$ cat config.mk
export PLATFORM = sky130hd
export DESIGN_NAME = spi_frame_crc_check
export DESIGN_NICKNAME = d
export VERILOG_FILES = /design/src/logic/sfcc_pkg.sv /design/src/logic/sfcc_crc_if.sv /design/src/logic/sfcc_crc_serial.sv /design/src/logic/sfcc_rx_deser.sv /design/src/logic/spi_frame_crc_check.sv
export SDC_FILE = /design/constraint.sdc
export NUM_CORES = 1
export LEC_CHECK = 0
export CAP_MARGIN = 20
export CORE_MARGIN = 4
export CORE_UTILIZATION = 30
export DETAILED_ROUTE_END_ITERATION = 16
export DONT_BUFFER_PORTS = 1
export GPL_TIMING_DRIVEN = 0
export PLACE_DENSITY_LB_ADDON = 0.08
export SETUP_SLACK_MARGIN = 0.2
export SYNTH_ARGS = -nofsm -noshare
export SYNTH_HDL_FRONTEND = slang
export SYNTH_HIERARCHICAL = 1
export SYNTH_SLANG_ARGS = --single-unit
$ cat constraint.sdc
create_clock -name mclk_i -period 2.9 [get_ports mclk_i]
set_input_delay 0.145 -clock mclk_i [delete_from_list [all_inputs] [get_ports mclk_i]]
set_output_delay 0.145 -clock mclk_i [all_outputs]
set_load 0.02 [all_outputs]
$ cat src/logic/sfcc_pkg.sv
// constants, field layout and helpers for the spi frame crc checker
// assumes 32-bit frames shifted msb first, one bit per accepted strobe
package sfcc_pkg;

    // ----------------------------------------------------------------
    // frame geometry
    // ----------------------------------------------------------------
    localparam int FRAME_BITS = 32;
    localparam logic [5:0] FRAME_BITS_CNT = 6'h20;
    localparam logic [4:0] LAST_BIT_IDX = 5'h1F;
    localparam logic [4:0] LAST_STEP = 5'h1F;
    // message bits ahead of the crc field in each mode
    localparam logic [4:0] MSG_LEN_CRC8 = 5'h18;
    localparam logic [4:0] MSG_LEN_CRC4 = 5'h1C;

    // ----------------------------------------------------------------
    // register-access field positions
    // ----------------------------------------------------------------
    localparam int CMD_MSB = 31;
    localparam int CMD_LSB = 28;
    localparam int ZERO_HI_MSB = 27;
    localparam int ZERO_HI_LSB = 24;
    localparam int ADDR_MSB = 23;
    localparam int ADDR_LSB = 16;
    localparam int DATA_MSB = 15;
    localparam int DATA_LSB = 8;
    localparam int CRC8_MSB = 7;
    localparam int CRC4_MSB = 3;

    // ----------------------------------------------------------------
    // polynomials and seeds
    // ----------------------------------------------------------------
    // x^8 + x^5 + x^3 + x^2 + x + 1, leading term implied
    localparam logic [7:0] CRC8_POLY = 8'h2F;
    // default 4-bit polynomial x^4 + x + 1, leading term implied
    localparam logic [3:0] CRC4_POLY_DEF = 4'h3;
    localparam logic [3:0] SEED_UPPER = 4'hF;
    localparam logic [7:0] SEED_ALL_ONES = 8'hFF;
    localparam logic [3:0] SEED_FIELD_ZERO = 4'h0;
    localparam logic [7:0] CRC_RESET = 8'h00;

    // seed for the shift register: nibble in its low bits under ones, all ones for a zero field; in 4-bit mode the bare nibble, zero for a zero field
    function automatic logic [7:0] seed_of(input logic [3:0] nib, input logic mode4);
        logic [7:0] s;
        s = (nib == SEED_FIELD_ZERO) ? SEED_ALL_ONES : {SEED_UPPER, nib};
        if (mode4)
        begin
            s = {4'h0, nib};
        end
        return s;
    endfunction : seed_of

endpackage : sfcc_pkg

$ cat src/logic/sfcc_crc_if.sv
// control and result signals of one serial crc engine
// assumes a single clock domain shared by controller and engine
interface sfcc_crc_if;
    logic load;
    logic [7:0] seed;
    logic shift;
    logic din;
    logic mode4;
    logic [7:0] crc;

    modport eng (input load, input seed, input shift, input din, input mode4, output crc);
    modport ctl (output load, output seed, output shift, output din, output mode4, input crc);
endinterface : sfcc_crc_if

$ cat src/logic/sfcc_crc_serial.sv
// serial non-direct crc engine, 8-bit or 4-bit, one bit per shift
// assumes load and shift are never raised in the same cycle
module sfcc_crc_serial #(
    parameter logic [3:0] CRC4_POLY = sfcc_pkg::CRC4_POLY_DEF
) (
    input wire logic mclk_i,
    input wire logic arst_n_i,
    sfcc_crc_if.eng crc_if
);
    import sfcc_pkg::*;

    logic [7:0] crc;
    logic [7:0] next_crc8;
    logic [3:0] next_crc4;
    logic [7:0] next_crc;

    // ----------------------------------------------------------------
    // next state: bit rotates into the lsb, top bit folds the polynomial
    // ----------------------------------------------------------------
    assign next_crc8 = {crc[6:0], crc_if.din} ^ (crc[7] ? CRC8_POLY : 8'h00);
    assign next_crc4 = {crc[2:0], crc_if.din} ^ (crc[3] ? CRC4_POLY : 4'h0);
    // upper nibble held at zero in 4-bit mode so a zero test covers both
    assign next_crc = crc_if.mode4 ? {4'h0, next_crc4} : next_crc8;

    // shift register
    always_ff @(posedge mclk_i or negedge arst_n_i)
    begin
        if (!arst_n_i)
            crc <= CRC_RESET;
        else if (crc_if.load)
            crc <= crc_if.seed;
        else if (crc_if.shift)
            crc <= next_crc;
    end

    assign crc_if.crc = crc;
endmodule : sfcc_crc_serial

$ cat src/logic/sfcc_rx_deser.sv
// collects a 32-bit command frame from the serial line, msb first
// assumes start_i marks the frame start before its first bit
module sfcc_rx_deser (
    input wire logic mclk_i,
    input wire logic arst_n_i,
    input wire logic start_i,
    input wire logic valid_i,
    input wire logic bit_i,
    output logic [31:0] frame_o,
    output logic full_o
);
    import sfcc_pkg::*;

    logic [31:0] frame;
    logic [5:0] count;
    logic take;

    // bits beyond the 32nd are dropped so the frame cannot smear
    assign take = valid_i && (count != FRAME_BITS_CNT);

    // shift register: earlier bits move toward bit 31
    always_ff @(posedge mclk_i or negedge arst_n_i)
    begin
        if (!arst_n_i)
            frame <= 32'h0000_0000;
        else if (take)
            frame <= {frame[30:0], bit_i};
    end

    // bit counter
    always_ff @(posedge mclk_i or negedge arst_n_i)
    begin
        if (!arst_n_i)
            count <= 6'h00;
        else if (start_i)
            count <= 6'h00;
        else if (take)
            count <= count + 6'h01;
    end

    assign frame_o = frame;
    assign full_o = (count == FRAME_BITS_CNT);
endmodule : sfcc_rx_deser

$ cat src/logic/spi_frame_crc_check.sv
// spi frame crc checker top: checks commands, generates response crcs
// assumes serial bits arrive with a strobe synchronous to mclk_i
module spi_frame_crc_check #(
    parameter logic [3:0] CRC4_POLY = sfcc_pkg::CRC4_POLY_DEF
) (
    input wire logic mclk_i,
    input wire logic arst_n_i,
    input wire logic rx_frame_start_i,
    input wire logic rx_bit_valid_i,
    input wire logic rx_bit_i,
    input wire logic crc4_sel_i,
    input wire logic [3:0] crc_seed_nibble_i,
    input wire logic resp_start_i,
    input wire logic [31:0] resp_word_i,
    output logic [31:0] cmd_frame_o,
    output logic [3:0] cmd_code_o,
    output logic [7:0] target_reg_addr_o,
    output logic [7:0] reg_wdata_o,
    output logic cmd_valid_o,
    output logic cmd_error_o,
    output logic error_resp_pend_o,
    output logic resp_busy_o,
    output logic [31:0] tx_frame_o,
    output logic tx_done_o
);
    import sfcc_pkg::*;

    typedef enum logic [1:0] {GEN_IDLE, GEN_SHIFT, GEN_FIN} sfcc_gen_state_t;

    sfcc_crc_if rx_crc_if ();
    sfcc_crc_if tx_crc_if ();

    logic [31:0] rx_frame;
    logic rx_full;
    logic rx_judged;
    logic rx_mode4;
    logic rx_judge;
    logic rx_zero;
    logic [7:0] cfg_seed;
    sfcc_gen_state_t gen_state;
    sfcc_gen_state_t next_gen_state;
    logic [4:0] gen_step;
    logic [31:0] gen_msg;
    logic gen_mode4;
    logic gen_accept;
    logic [4:0] gen_msg_len;
    logic gen_din;
    logic [4:0] gen_idx;
    logic [31:0] gen_frame;

    // ----------------------------------------------------------------
    // command receive path
    // ----------------------------------------------------------------
    sfcc_rx_deser u_rx_deser (
        .mclk_i(mclk_i),
        .arst_n_i(arst_n_i),
        .start_i(rx_frame_start_i),
        .valid_i(rx_bit_valid_i),
        .bit_i(rx_bit_i),
        .frame_o(rx_frame),
        .full_o(rx_full)
    );

    sfcc_crc_serial #(.CRC4_POLY(CRC4_POLY)) u_rx_crc (
        .mclk_i(mclk_i),
        .arst_n_i(arst_n_i),
        .crc_if(rx_crc_if)
    );

    // seed from the configuration nibble, width chosen by the mode select
    assign cfg_seed = seed_of(crc_seed_nibble_i, crc4_sel_i);
    // check engine: seed at frame start, then all 32 bits in arrival order
    assign rx_crc_if.load = rx_frame_start_i;
    assign rx_crc_if.seed = cfg_seed;
    assign rx_crc_if.shift = rx_bit_valid_i && !rx_full && !rx_frame_start_i;
    assign rx_crc_if.din = rx_bit_i;
    assign rx_crc_if.mode4 = rx_mode4;
    // crc field included, so a clean frame leaves nothing behind
    assign rx_zero = (rx_crc_if.crc == CRC_RESET);
    assign rx_judge = rx_full && !rx_judged;

    // mode latched per frame: a select change mid-frame cannot split a check
    always_ff @(posedge mclk_i or negedge arst_n_i)
    begin
        if (!arst_n_i)
            rx_mode4 <= 1'b0;
        else if (rx_frame_start_i)
            rx_mode4 <= crc4_sel_i;
    end

    // one verdict per frame
    always_ff @(posedge mclk_i or negedge arst_n_i)
    begin
        if (!arst_n_i)
            rx_judged <= 1'b0;
        else if (rx_frame_start_i)
            rx_judged <= 1'b0;
        else if (rx_judge)
            rx_judged <= 1'b1;
    end

    // verdict pulses; a failed frame never reaches the command side
    always_ff @(posedge mclk_i or negedge arst_n_i)
    begin
        if (!arst_n_i)
        begin
            cmd_valid_o <= 1'b0;
            cmd_error_o <= 1'b0;
        end
        else
        begin
            cmd_valid_o <= rx_judge && rx_zero;
            cmd_error_o <= rx_judge && !rx_zero;
        end
    end

    // command fields only update on a good frame
    always_ff @(posedge mclk_i or negedge arst_n_i)
    begin
        if (!arst_n_i)
            cmd_frame_o <= 32'h0000_0000;
        else if (rx_judge && rx_zero)
            cmd_frame_o <= rx_frame;
    end

    // same field slicing in both modes, only the crc width differs
    assign cmd_code_o = cmd_frame_o[CMD_MSB:CMD_LSB];
    assign target_reg_addr_o = cmd_frame_o[ADDR_MSB:ADDR_LSB];
    assign reg_wdata_o = cmd_frame_o[DATA_MSB:DATA_LSB];

    // pending error response; a new failure beats the clear by a response
    always_ff @(posedge mclk_i or negedge arst_n_i)
    begin
        if (!arst_n_i)
            error_resp_pend_o <= 1'b0;
        else if (rx_judge && !rx_zero)
            error_resp_pend_o <= 1'b1;
        else if (gen_accept)
            error_resp_pend_o <= 1'b0;
    end

    // ----------------------------------------------------------------
    // response crc generation
    // ----------------------------------------------------------------
    sfcc_crc_serial #(.CRC4_POLY(CRC4_POLY)) u_tx_crc (
        .mclk_i(mclk_i),
        .arst_n_i(arst_n_i),
        .crc_if(tx_crc_if)
    );

    // requests while busy are ignored, the word is latched on acceptance
    assign gen_accept = resp_start_i && (gen_state == GEN_IDLE);
    assign resp_busy_o = (gen_state != GEN_IDLE);
    assign gen_msg_len = gen_mode4 ? MSG_LEN_CRC4 : MSG_LEN_CRC8;
    assign gen_idx = LAST_BIT_IDX - gen_step;
    // message bits msb first, then zeros to fill the crc length
    assign gen_din = (gen_step < gen_msg_len) ? gen_msg[gen_idx] : 1'b0;
    // both modes take exactly 32 shifts: 24 + 8 or 28 + 4
    assign tx_crc_if.load = gen_accept;
    assign tx_crc_if.seed = cfg_seed;
    assign tx_crc_if.shift = (gen_state == GEN_SHIFT);
    assign tx_crc_if.din = gen_din;
    assign tx_crc_if.mode4 = gen_mode4;
    // register contents after the last zero become the crc field
    assign gen_frame = gen_mode4 ? {gen_msg[31:4], tx_crc_if.crc[CRC4_MSB:0]}
                                 : {gen_msg[31:8], tx_crc_if.crc};

    // generator sequence
    always_comb
    begin
        next_gen_state = gen_state;
        case (gen_state)
            GEN_IDLE:
                if (resp_start_i)
                    next_gen_state = GEN_SHIFT;
            GEN_SHIFT:
                if (gen_step == LAST_STEP)
                    next_gen_state = GEN_FIN;
            GEN_FIN:
                next_gen_state = GEN_IDLE;
            default:
                next_gen_state = GEN_IDLE;
        endcase
    end

    always_ff @(posedge mclk_i or negedge arst_n_i)
    begin
        if (!arst_n_i)
            gen_state <= GEN_IDLE;
        else
            gen_state <= next_gen_state;
    end

    // step counter runs over message and padding together
    always_ff @(posedge mclk_i or negedge arst_n_i)
    begin
        if (!arst_n_i)
            gen_step <= 5'h00;
        else if (gen_accept)
            gen_step <= 5'h00;
        else if (gen_state == GEN_SHIFT)
            gen_step <= gen_step + 5'h01;
    end

    // captured response word and its mode
    always_ff @(posedge mclk_i or negedge arst_n_i)
    begin
        if (!arst_n_i)
        begin
            gen_msg <= 32'h0000_0000;
            gen_mode4 <= 1'b0;
        end
        else if (gen_accept)
        begin
            gen_msg <= resp_word_i;
            gen_mode4 <= crc4_sel_i;
        end
    end

    // finished frame and its done pulse
    always_ff @(posedge mclk_i or negedge arst_n_i)
    begin
        if (!arst_n_i)
            tx_frame_o <= 32'h0000_0000;
        else if (gen_state == GEN_FIN)
            tx_frame_o <= gen_frame;
    end

    always_ff @(posedge mclk_i or negedge arst_n_i)
    begin
        if (!arst_n_i)
            tx_done_o <= 1'b0;
        else
            tx_done_o <= (gen_state == GEN_FIN);
    end
endmodule : spi_frame_crc_check

==> results of run 1 <==
-- routing by layer --
layer  GRT usage  vias up
li1            -     2061
met1       0.157     2182
met2       0.192      105
met3      0.0334       10
met4      0.0430        0
met5           0        -
-- cell usage after synthesis, types with 2 or more instances --
cell type / n / area, sq um
nand4b_1: 7 / 61.3
mux2i_1: 6 / 60.1
inv_1: 11 / 41.3
o21ai_0: 22 / 110
or4_1: 9 / 67.6
a31oi_1: 2 / 12.5
nand2_1: 105 / 394
and2b_2: 5 / 43.8
a22oi_1: 2 / 15.0
mux4_1: 4 / 105
nor2_1: 11 / 41.3
xor2_1: 5 / 43.8
buf_2: 8 / 40.0
clkbuf_1: 11 / 41.3
ha_1: 4 / 50.1
nor3b_1: 12 / 90.1
nand2b_1: 5 / 31.3
buf_6: 4 / 45.0
dfrtp_1: 160 / 4000
buf_1: 5 / 18.8
or2_2: 4 / 25.0
and3b_2: 4 / 40.0
nand3b_1: 2 / 15.0
mux2_2: 64 / 721
a21oi_1: 15 / 75.1
a221oi_1: 2 / 17.5
buf_4: 20 / 150
mux4_2: 3 / 67.6
nand4_1: 4 / 25.0
mux2_1: 31 / 349
or3_1: 2 / 12.5
xnor2_1: 4 / 35.0
nand3_1: 6 / 30.0
-- logic make-up (layout without fill, tap and decap cells) --
group	count (synthesis)	after routing	share of synthesized area
xor gates and xnor gates	9	9	0.0113
and+or+nand+nor	180	180	0.130
muxes	108	108	0.187
AOI/OAI and AO/OA	48	48	0.0401
other	0	2	0
buffers and inverters	60	123	0.0489
DFF	160	160	0.575
adders and majority gates	4	4	0.00719
-- placed cells by master (no fill, tap or decap), drive strengths merged, types with 2 or more instances in the layout --
master	synthesis	routed
xnor2	4	4
and3b	4	4
nand4b	7	7
or3	3	3
nor3b	12	12
a221oi	2	2
buf	37	36
nand2	105	105
dfrtp	160	160
bufinv	0	3
clkinvlp	0	5
mux2	95	95
or4	9	9
and2b	5	5
o21ai	23	23
a31oi	2	2
xor2	5	5
nand3	6	6
mux4	7	7
or2	4	4
nand3b	2	2
ha	4	4
diode	0	2
clkbuf	11	29
nand4	4	4
a22oi	2	2
inv	12	17
dlygate4sd3	0	32
nand2b	5	5
a21oi	15	15
mux2i	6	6
nor2	11	11
-- repair_timing --
action,4_1_cts,5_1_grt
gates resized for setup,2,0
setup endpoints to repair,1,7
hold endpoints to repair,197,160
pin swaps,0,0
-- stage by stage --
stage	util	worst slack, ns
after global placement	0.322	0.162
final	0.363	0.331
after global routing	0.363	0.242
after floorplan	-	0.493
after CTS	0.363	0.298
after detailed placement	0.322	0.182
-- worst reg2reg max path, stage by stage (launching register included) --
cell and delay (ns):
dfrtp_2 0.47, buf_6 0.19, mux4_2 0.51, mux4_2 0.47, mux2_2 0.30, or4_1 0.50
nand3_1 0.09
-- power breakdown --
part,total (uW),switching [uW],internal (uW),leakage (uW)
registers,3220,470,2750,0.00208
logic,1380,648,736,0.00160
clock network,2320,948,1370,0.000281
total,6920,2070,4850,0.00397
-- state kept, by name, summed over array words and instances (netlist names), 2 cells and up --
signal / flops
cmd_frame_o: 32
gen_msg: 28
gen_state: 2
gen_step: 5
tx_frame_o: 32
u_rx_crc/crc_if.crc: 8
u_rx_deser/count: 6
u_rx_deser/frame_o: 32
u_tx_crc/crc_if.crc: 8
-- worst paths after layout --
kind                                           start  slack [ns]  cells past startpoint                     end
worst max-delay path                     gen_step[0]        0.33                      6  u_tx_crc/crc_if.crc[0]
worst min-delay path                        arst_n_i       -0.57                      0         cmd_frame_o[27]
worst max register to register           gen_step[0]        0.33                      6  u_tx_crc/crc_if.crc[0]
worst min register to register             rx_judged        0.48                      1             cmd_error_o
max in group asynchronous                   arst_n_i        3.12                      0             gen_step[0]
min in group mclk_i             crc_seed_nibble_i[1]        0.03                      3  u_tx_crc/crc_if.crc[1]
-- layout make-up --
class                   instances  area (sq um)
diodes                          2          5.00
repair buffers                 32           320
flip-flops and latches        160          4010
well taps                     285           357
clock buffers                  18           429
plain buffers                  47           293
multi-input cells             349          2620
fillers                      2252         14500
inverters                      12          45.0
clock inverters                14           180
==> run metrics, run 1 <==
Setup TNS=0 ns; Leak Pwr=around 0.0040 uW; CP Cell Sequence=buf_6 > mux4_2 > mux4_2 > mux2_2 > or4_1 > nand3_1; worst hold path class=primary input to async pin; DR top layer=met4; Die Y-Extent=between 150 and 200 um; Post-synth EDFFs=0; Reg clk slew, reported paths=0.07 ns; final hold violation count=160; Met3 Wirelength=roughly 760 um; Unique masters post-synth=43; final WL=between 15,000 and 20,000 um; Post-synth top flop=dfrtp_1; Cell Count, Final, Fillers Out=slightly above 900; Starting Density=0.307; YS warnings=6; register bit count reported by yosys=160; antenna-violating nets left=0; PD cells=approximately 840 mW/mm^2; FMAX=roughly 390 MHz; Core ar.=around 0.023 sq mm; clock tree buffer depth=2; overall power=6920 uW; DRC=0; CTS Buf Count=17; kind of cell adding the most delay to the critical path=multiplexers; Worst Path Buf+Inv=1; max incr delay on CP=0.51 ns; Avg Inst Size Synth=12.2 sq um; register area share after synthesis=0.575; Syn Inst Count=between 500 and 600; largest net degree at the start of global routing=between 150 and 200; CTS Hold Bufs=32; PortBufs=0; clk_lat worst skew=just over 0.4 ns; Final #Nets=roughly 670; # setup viols final=0; HPWL after DPL=~11,000 um; Wirelength per Cell=between 15 and 20 um; CTS tree=done; H-tree Lvls=4; status=complete, but fails checks; Worst VDD drop=roughly 0.37 mV; failing checks=hold timing; first-pass GRT wire length=24,700 um; vias per inst=4.74; CP max FO=10; wire length on met2=about 7300 um; DR vias=~4,400; initial antenna violation count=2; met1 WL=7060 um; most frequent CP cell=mux4_2; asr flop ratio synth=1.00; num rows=55; area of the die=around 0.026 sq mm; share of layout cells above drive strength 1=0.234; MaxCap Viol Count=0; Critical Path RT=roughly 3.3 ns; die width=between 150 and 200 um; drt first pass iters=4; Layout Skew=0.00909 ns; Hold WS=-0.569 ns; crit path time final=2.57 ns; Placed Cells=roughly 850; syn_nets=between 600 and 700; Root Driver=clkbuf_16; GRT Total Usage=0.120; critical path startpoint category=register; critical path type=register to register; Crit-path slowest cell=mux4_2; post-route cell area=0.00825 sq mm; Synth Cell Area=approximately 0.0070 sq mm; Pins Over Slew Limit=0; Least-Margin Pin Slew=approximately 0.63 ns; post-synthesis to final-layout area growth=18.5%; gpl congestion=roughly 0.76; drt first-iter violations=190; final period utilization=0.886; Post-CTS Setup Inserts=0; CP Data Arrival Time=about 3 ns; IO Pins=about 130; vias in the first global route=around 4,500; CTS sink cnt=160; relative slew slack=0.577; RSZ-0062 raised after global routing=no; area of placed instances=~0.0073 sq mm; grt ovf=0; crit path capture type=register
(Power assumes the default switching activity.)
==> inputs of run 2 (changes only) <==
Settings changed: CELL_PAD_IN_SITES_DETAIL_PLACEMENT set to 2, CELL_PAD_IN_SITES_GLOBAL_PLACEMENT set to 2.
==> run 2 against run 1 <==
The run still ends with hold timing left; critical path depth unchanged; combinational power up 7%; worst hold slack got worse by 0.021 ns; register-to-register slack got worse by 0.04 ns; global-route usage grew 2.0 points; die area stayed put; critical endpoint unchanged.
==> run metrics, run 2 (synthesis results as in run 1) <==
DRC=0 (unchanged); Root Driver=clkbuf_16 (unchanged); Die Y-Extent=160 um (unchanged); HPWL after DPL=12,000 um (was 10,500 um); die width=160 um (unchanged); FMAX=384 MHz (was 389 MHz); Critical Path RT=3.26 ns (was 3.25 ns); Pins Over Slew Limit=0 (unchanged); Layout Skew=0.00904 ns (was 0.00909 ns); number of diodes=0 (was 2); area of the die=0.0257 sq mm (unchanged); crit path time final=2.61 ns (was 2.57 ns); num rows=55 (unchanged); Setup TNS=0 ns (unchanged); vias in the first global route=5,030 (was 4,529); Cell Count, Final, Fillers Out=920 (was 919); crit path capture type=register (unchanged); Hold WS=-0.590 ns (was -0.569 ns); final WL=17,500 um (was 15,300 um); Wirelength per Cell=19.0 um (was 16.6 um); Worst Reg-to-Reg Cells=6 (unchanged); FF-to-FF End=u_tx_crc/crc_if.crc[0] (unchanged); antenna-violating nets left=0 (unchanged); CP Data Arrival Time=2.97 ns (was 2.92 ns); clock tree buffer depth=2 (unchanged); drt first pass iters=4 (unchanged); GRT Total Usage=0.140 (was 0.120); initial antenna violation count=0 (was 2); RSZ-0062 raised after global routing=no (unchanged); gpl congestion=0.720 (was 0.755); Least-Margin Pin Slew=0.705 ns (was 0.634 ns); vias per inst=4.89 (was 4.74); PortBufs=0 (unchanged); Worst VDD drop=0.325 mV (was 0.371 mV); Placed Cells=854 (unchanged); drt first-iter violations=131 (was 190); largest net degree at the start of global routing=161 (unchanged); R2R Setup Slk=0.29 ns (was 0.33 ns); CTS tree=done (unchanged); PD cells=849 mW/mm^2 (was 838 mW/mm^2); Final #Nets=669 (was 666); IO Pins=132 (unchanged); MaxCap Viol Count=0 (unchanged); post-synthesis to final-layout area growth=18.6% (was 18.5%); worst hold path class=primary input to async pin (unchanged); relative slew slack=0.530 (was 0.577); CTS sink cnt=160 (unchanged); clk_lat worst skew=0.43 ns (was 0.41 ns); CTS Buf Count=17 (unchanged); Starting Density=0.307 (unchanged); Reg clk slew, reported paths=0.07 ns (about the same); grt ovf=0 (unchanged); first-pass GRT wire length=28,500 um (was 24,700 um); highest-count cells in the layout ignoring fill and taps=dfrtp_1, nand2_1, mux2_2, dlygate4sd3_1, mux2_1 (unchanged); failing checks=hold timing (unchanged); CTS Hold Bufs=33 (was 32); # setup viols final=0 (unchanged); final period utilization=0.899 (was 0.886); # fillers=2,397 (was 2,252); most common cell after layout, fill and taps aside=dfrtp_1 (unchanged); share of layout cells above drive strength 1=0.238 (was 0.234); critical path startpoint category=register (unchanged); Final Util=0.364 (was 0.363); DR vias=4,501 (was 4,358); Core ar.=0.0227 sq mm (unchanged); CP max FO=10 (unchanged); FF-to-FF Start=gen_step[0] (unchanged); critical path type=register to register (unchanged); H-tree Lvls=4 (unchanged); status=complete, but fails checks (unchanged); Leak Pwr=0.00399 uW (was 0.00397 uW); final hold violation count=160 (unchanged)
## run 2: changes by cell type in the layout (fill, tap and decap cells not counted), moves of 2 or more
| cell | previous run | this run |
|---|---|---|
| diode_2 | 2 | 0 |
| buf_4 | 20 | 22 |
| clkinvlp_4 | 5 | 1 |
| inv_8 | 0 | 2 |
| clkinv_2 | 0 | 2 |
| inv_6 | 5 | 8 |
## run 2: how the worst max path moves through the flow
| stage | startpoint | to | slack (ns) |
|---|---|---|---|
| after global placement | gen_step[2] | u_tx_crc/crc_if.crc[0] | 0.11 |
| after CTS | gen_step[0] | u_tx_crc/crc_if.crc[0] | 0.21 |
| after global routing | gen_step[0] | u_tx_crc/crc_if.crc[0] | 0.22 |
| after detailed placement | gen_step[2] | u_tx_crc/crc_if.crc[0] | 0.07 |
| after floorplan | gen_step[0] | u_tx_crc/crc_if.crc[0] | 0.49 |
| final | gen_step[0] | u_tx_crc/crc_if.crc[0] | 0.29 |
## run 2: layer usage
| layer | global-route usage | share of wire | vias to the layer above |
|---|---|---|---|
| li1 | - | - | 2053 |
| met1 | 0.161 | 0.42 | 2331 |
| met2 | 0.249 | 0.52 | 94 |
| met3 | 0.0416 | 0.055 | 23 |
| met4 | 0.0454 | 0.012 | 0 |
| met5 | 0 | 0 | - |
## run 2: area by class of cell
type / instances / area (sq um) / area share
inverters: 12 / 45.0 / 0.00545
flip-flops and latches: 160 / 4010 / 0.485
multi-input cells: 349 / 2620 / 0.317
clock buffers: 17 / 425 / 0.0515
repair buffers: 35 / 345 / 0.0418
plain buffers: 47 / 293 / 0.0355
clock inverters: 15 / 170 / 0.0206
well taps: 285 / 357 / 0.0432
## run 2: repair_timing
action / CTS / global route
resized for setup: 2 / 0
gates cloned: 0 / 0
setup buffers: 0 / 2
setup endpoints to repair: 2 / 1
endpoints found under the hold margin: 197 / 160
## run 2: per-stage QoR
stage	setup WS, ns	total power, uW	area (sq um)
3_3_place_gp	0.110	4640	7320
2_1_floorplan	0.493	4200	6960
6_report	0.294	7010	8260
3_5_place_dp	0.0684	4730	7320
5_1_grt	0.221	7490	8260
4_1_cts	0.207	7160	8240
## run 2: where the power goes
| part | switching, uW | internal (uW) | leakage [uW] |
|---|---|---|---|
| Combinational | 719 | 754 | 0.00161 |
| Clock | 1020 | 1300 | 0.000294 |
| Sequential | 476 | 2750 | 0.00208 |
| Total | 2210 | 4800 | 0.00399 |
## run 2: critical path, stage by stage (launching register included)
cell and delay [ns]:
dfrtp_2 0.46, buf_6 0.19, mux4_2 0.52, mux4_2 0.47, mux2_2 0.31, or4_1 0.51
nand3_1 0.09
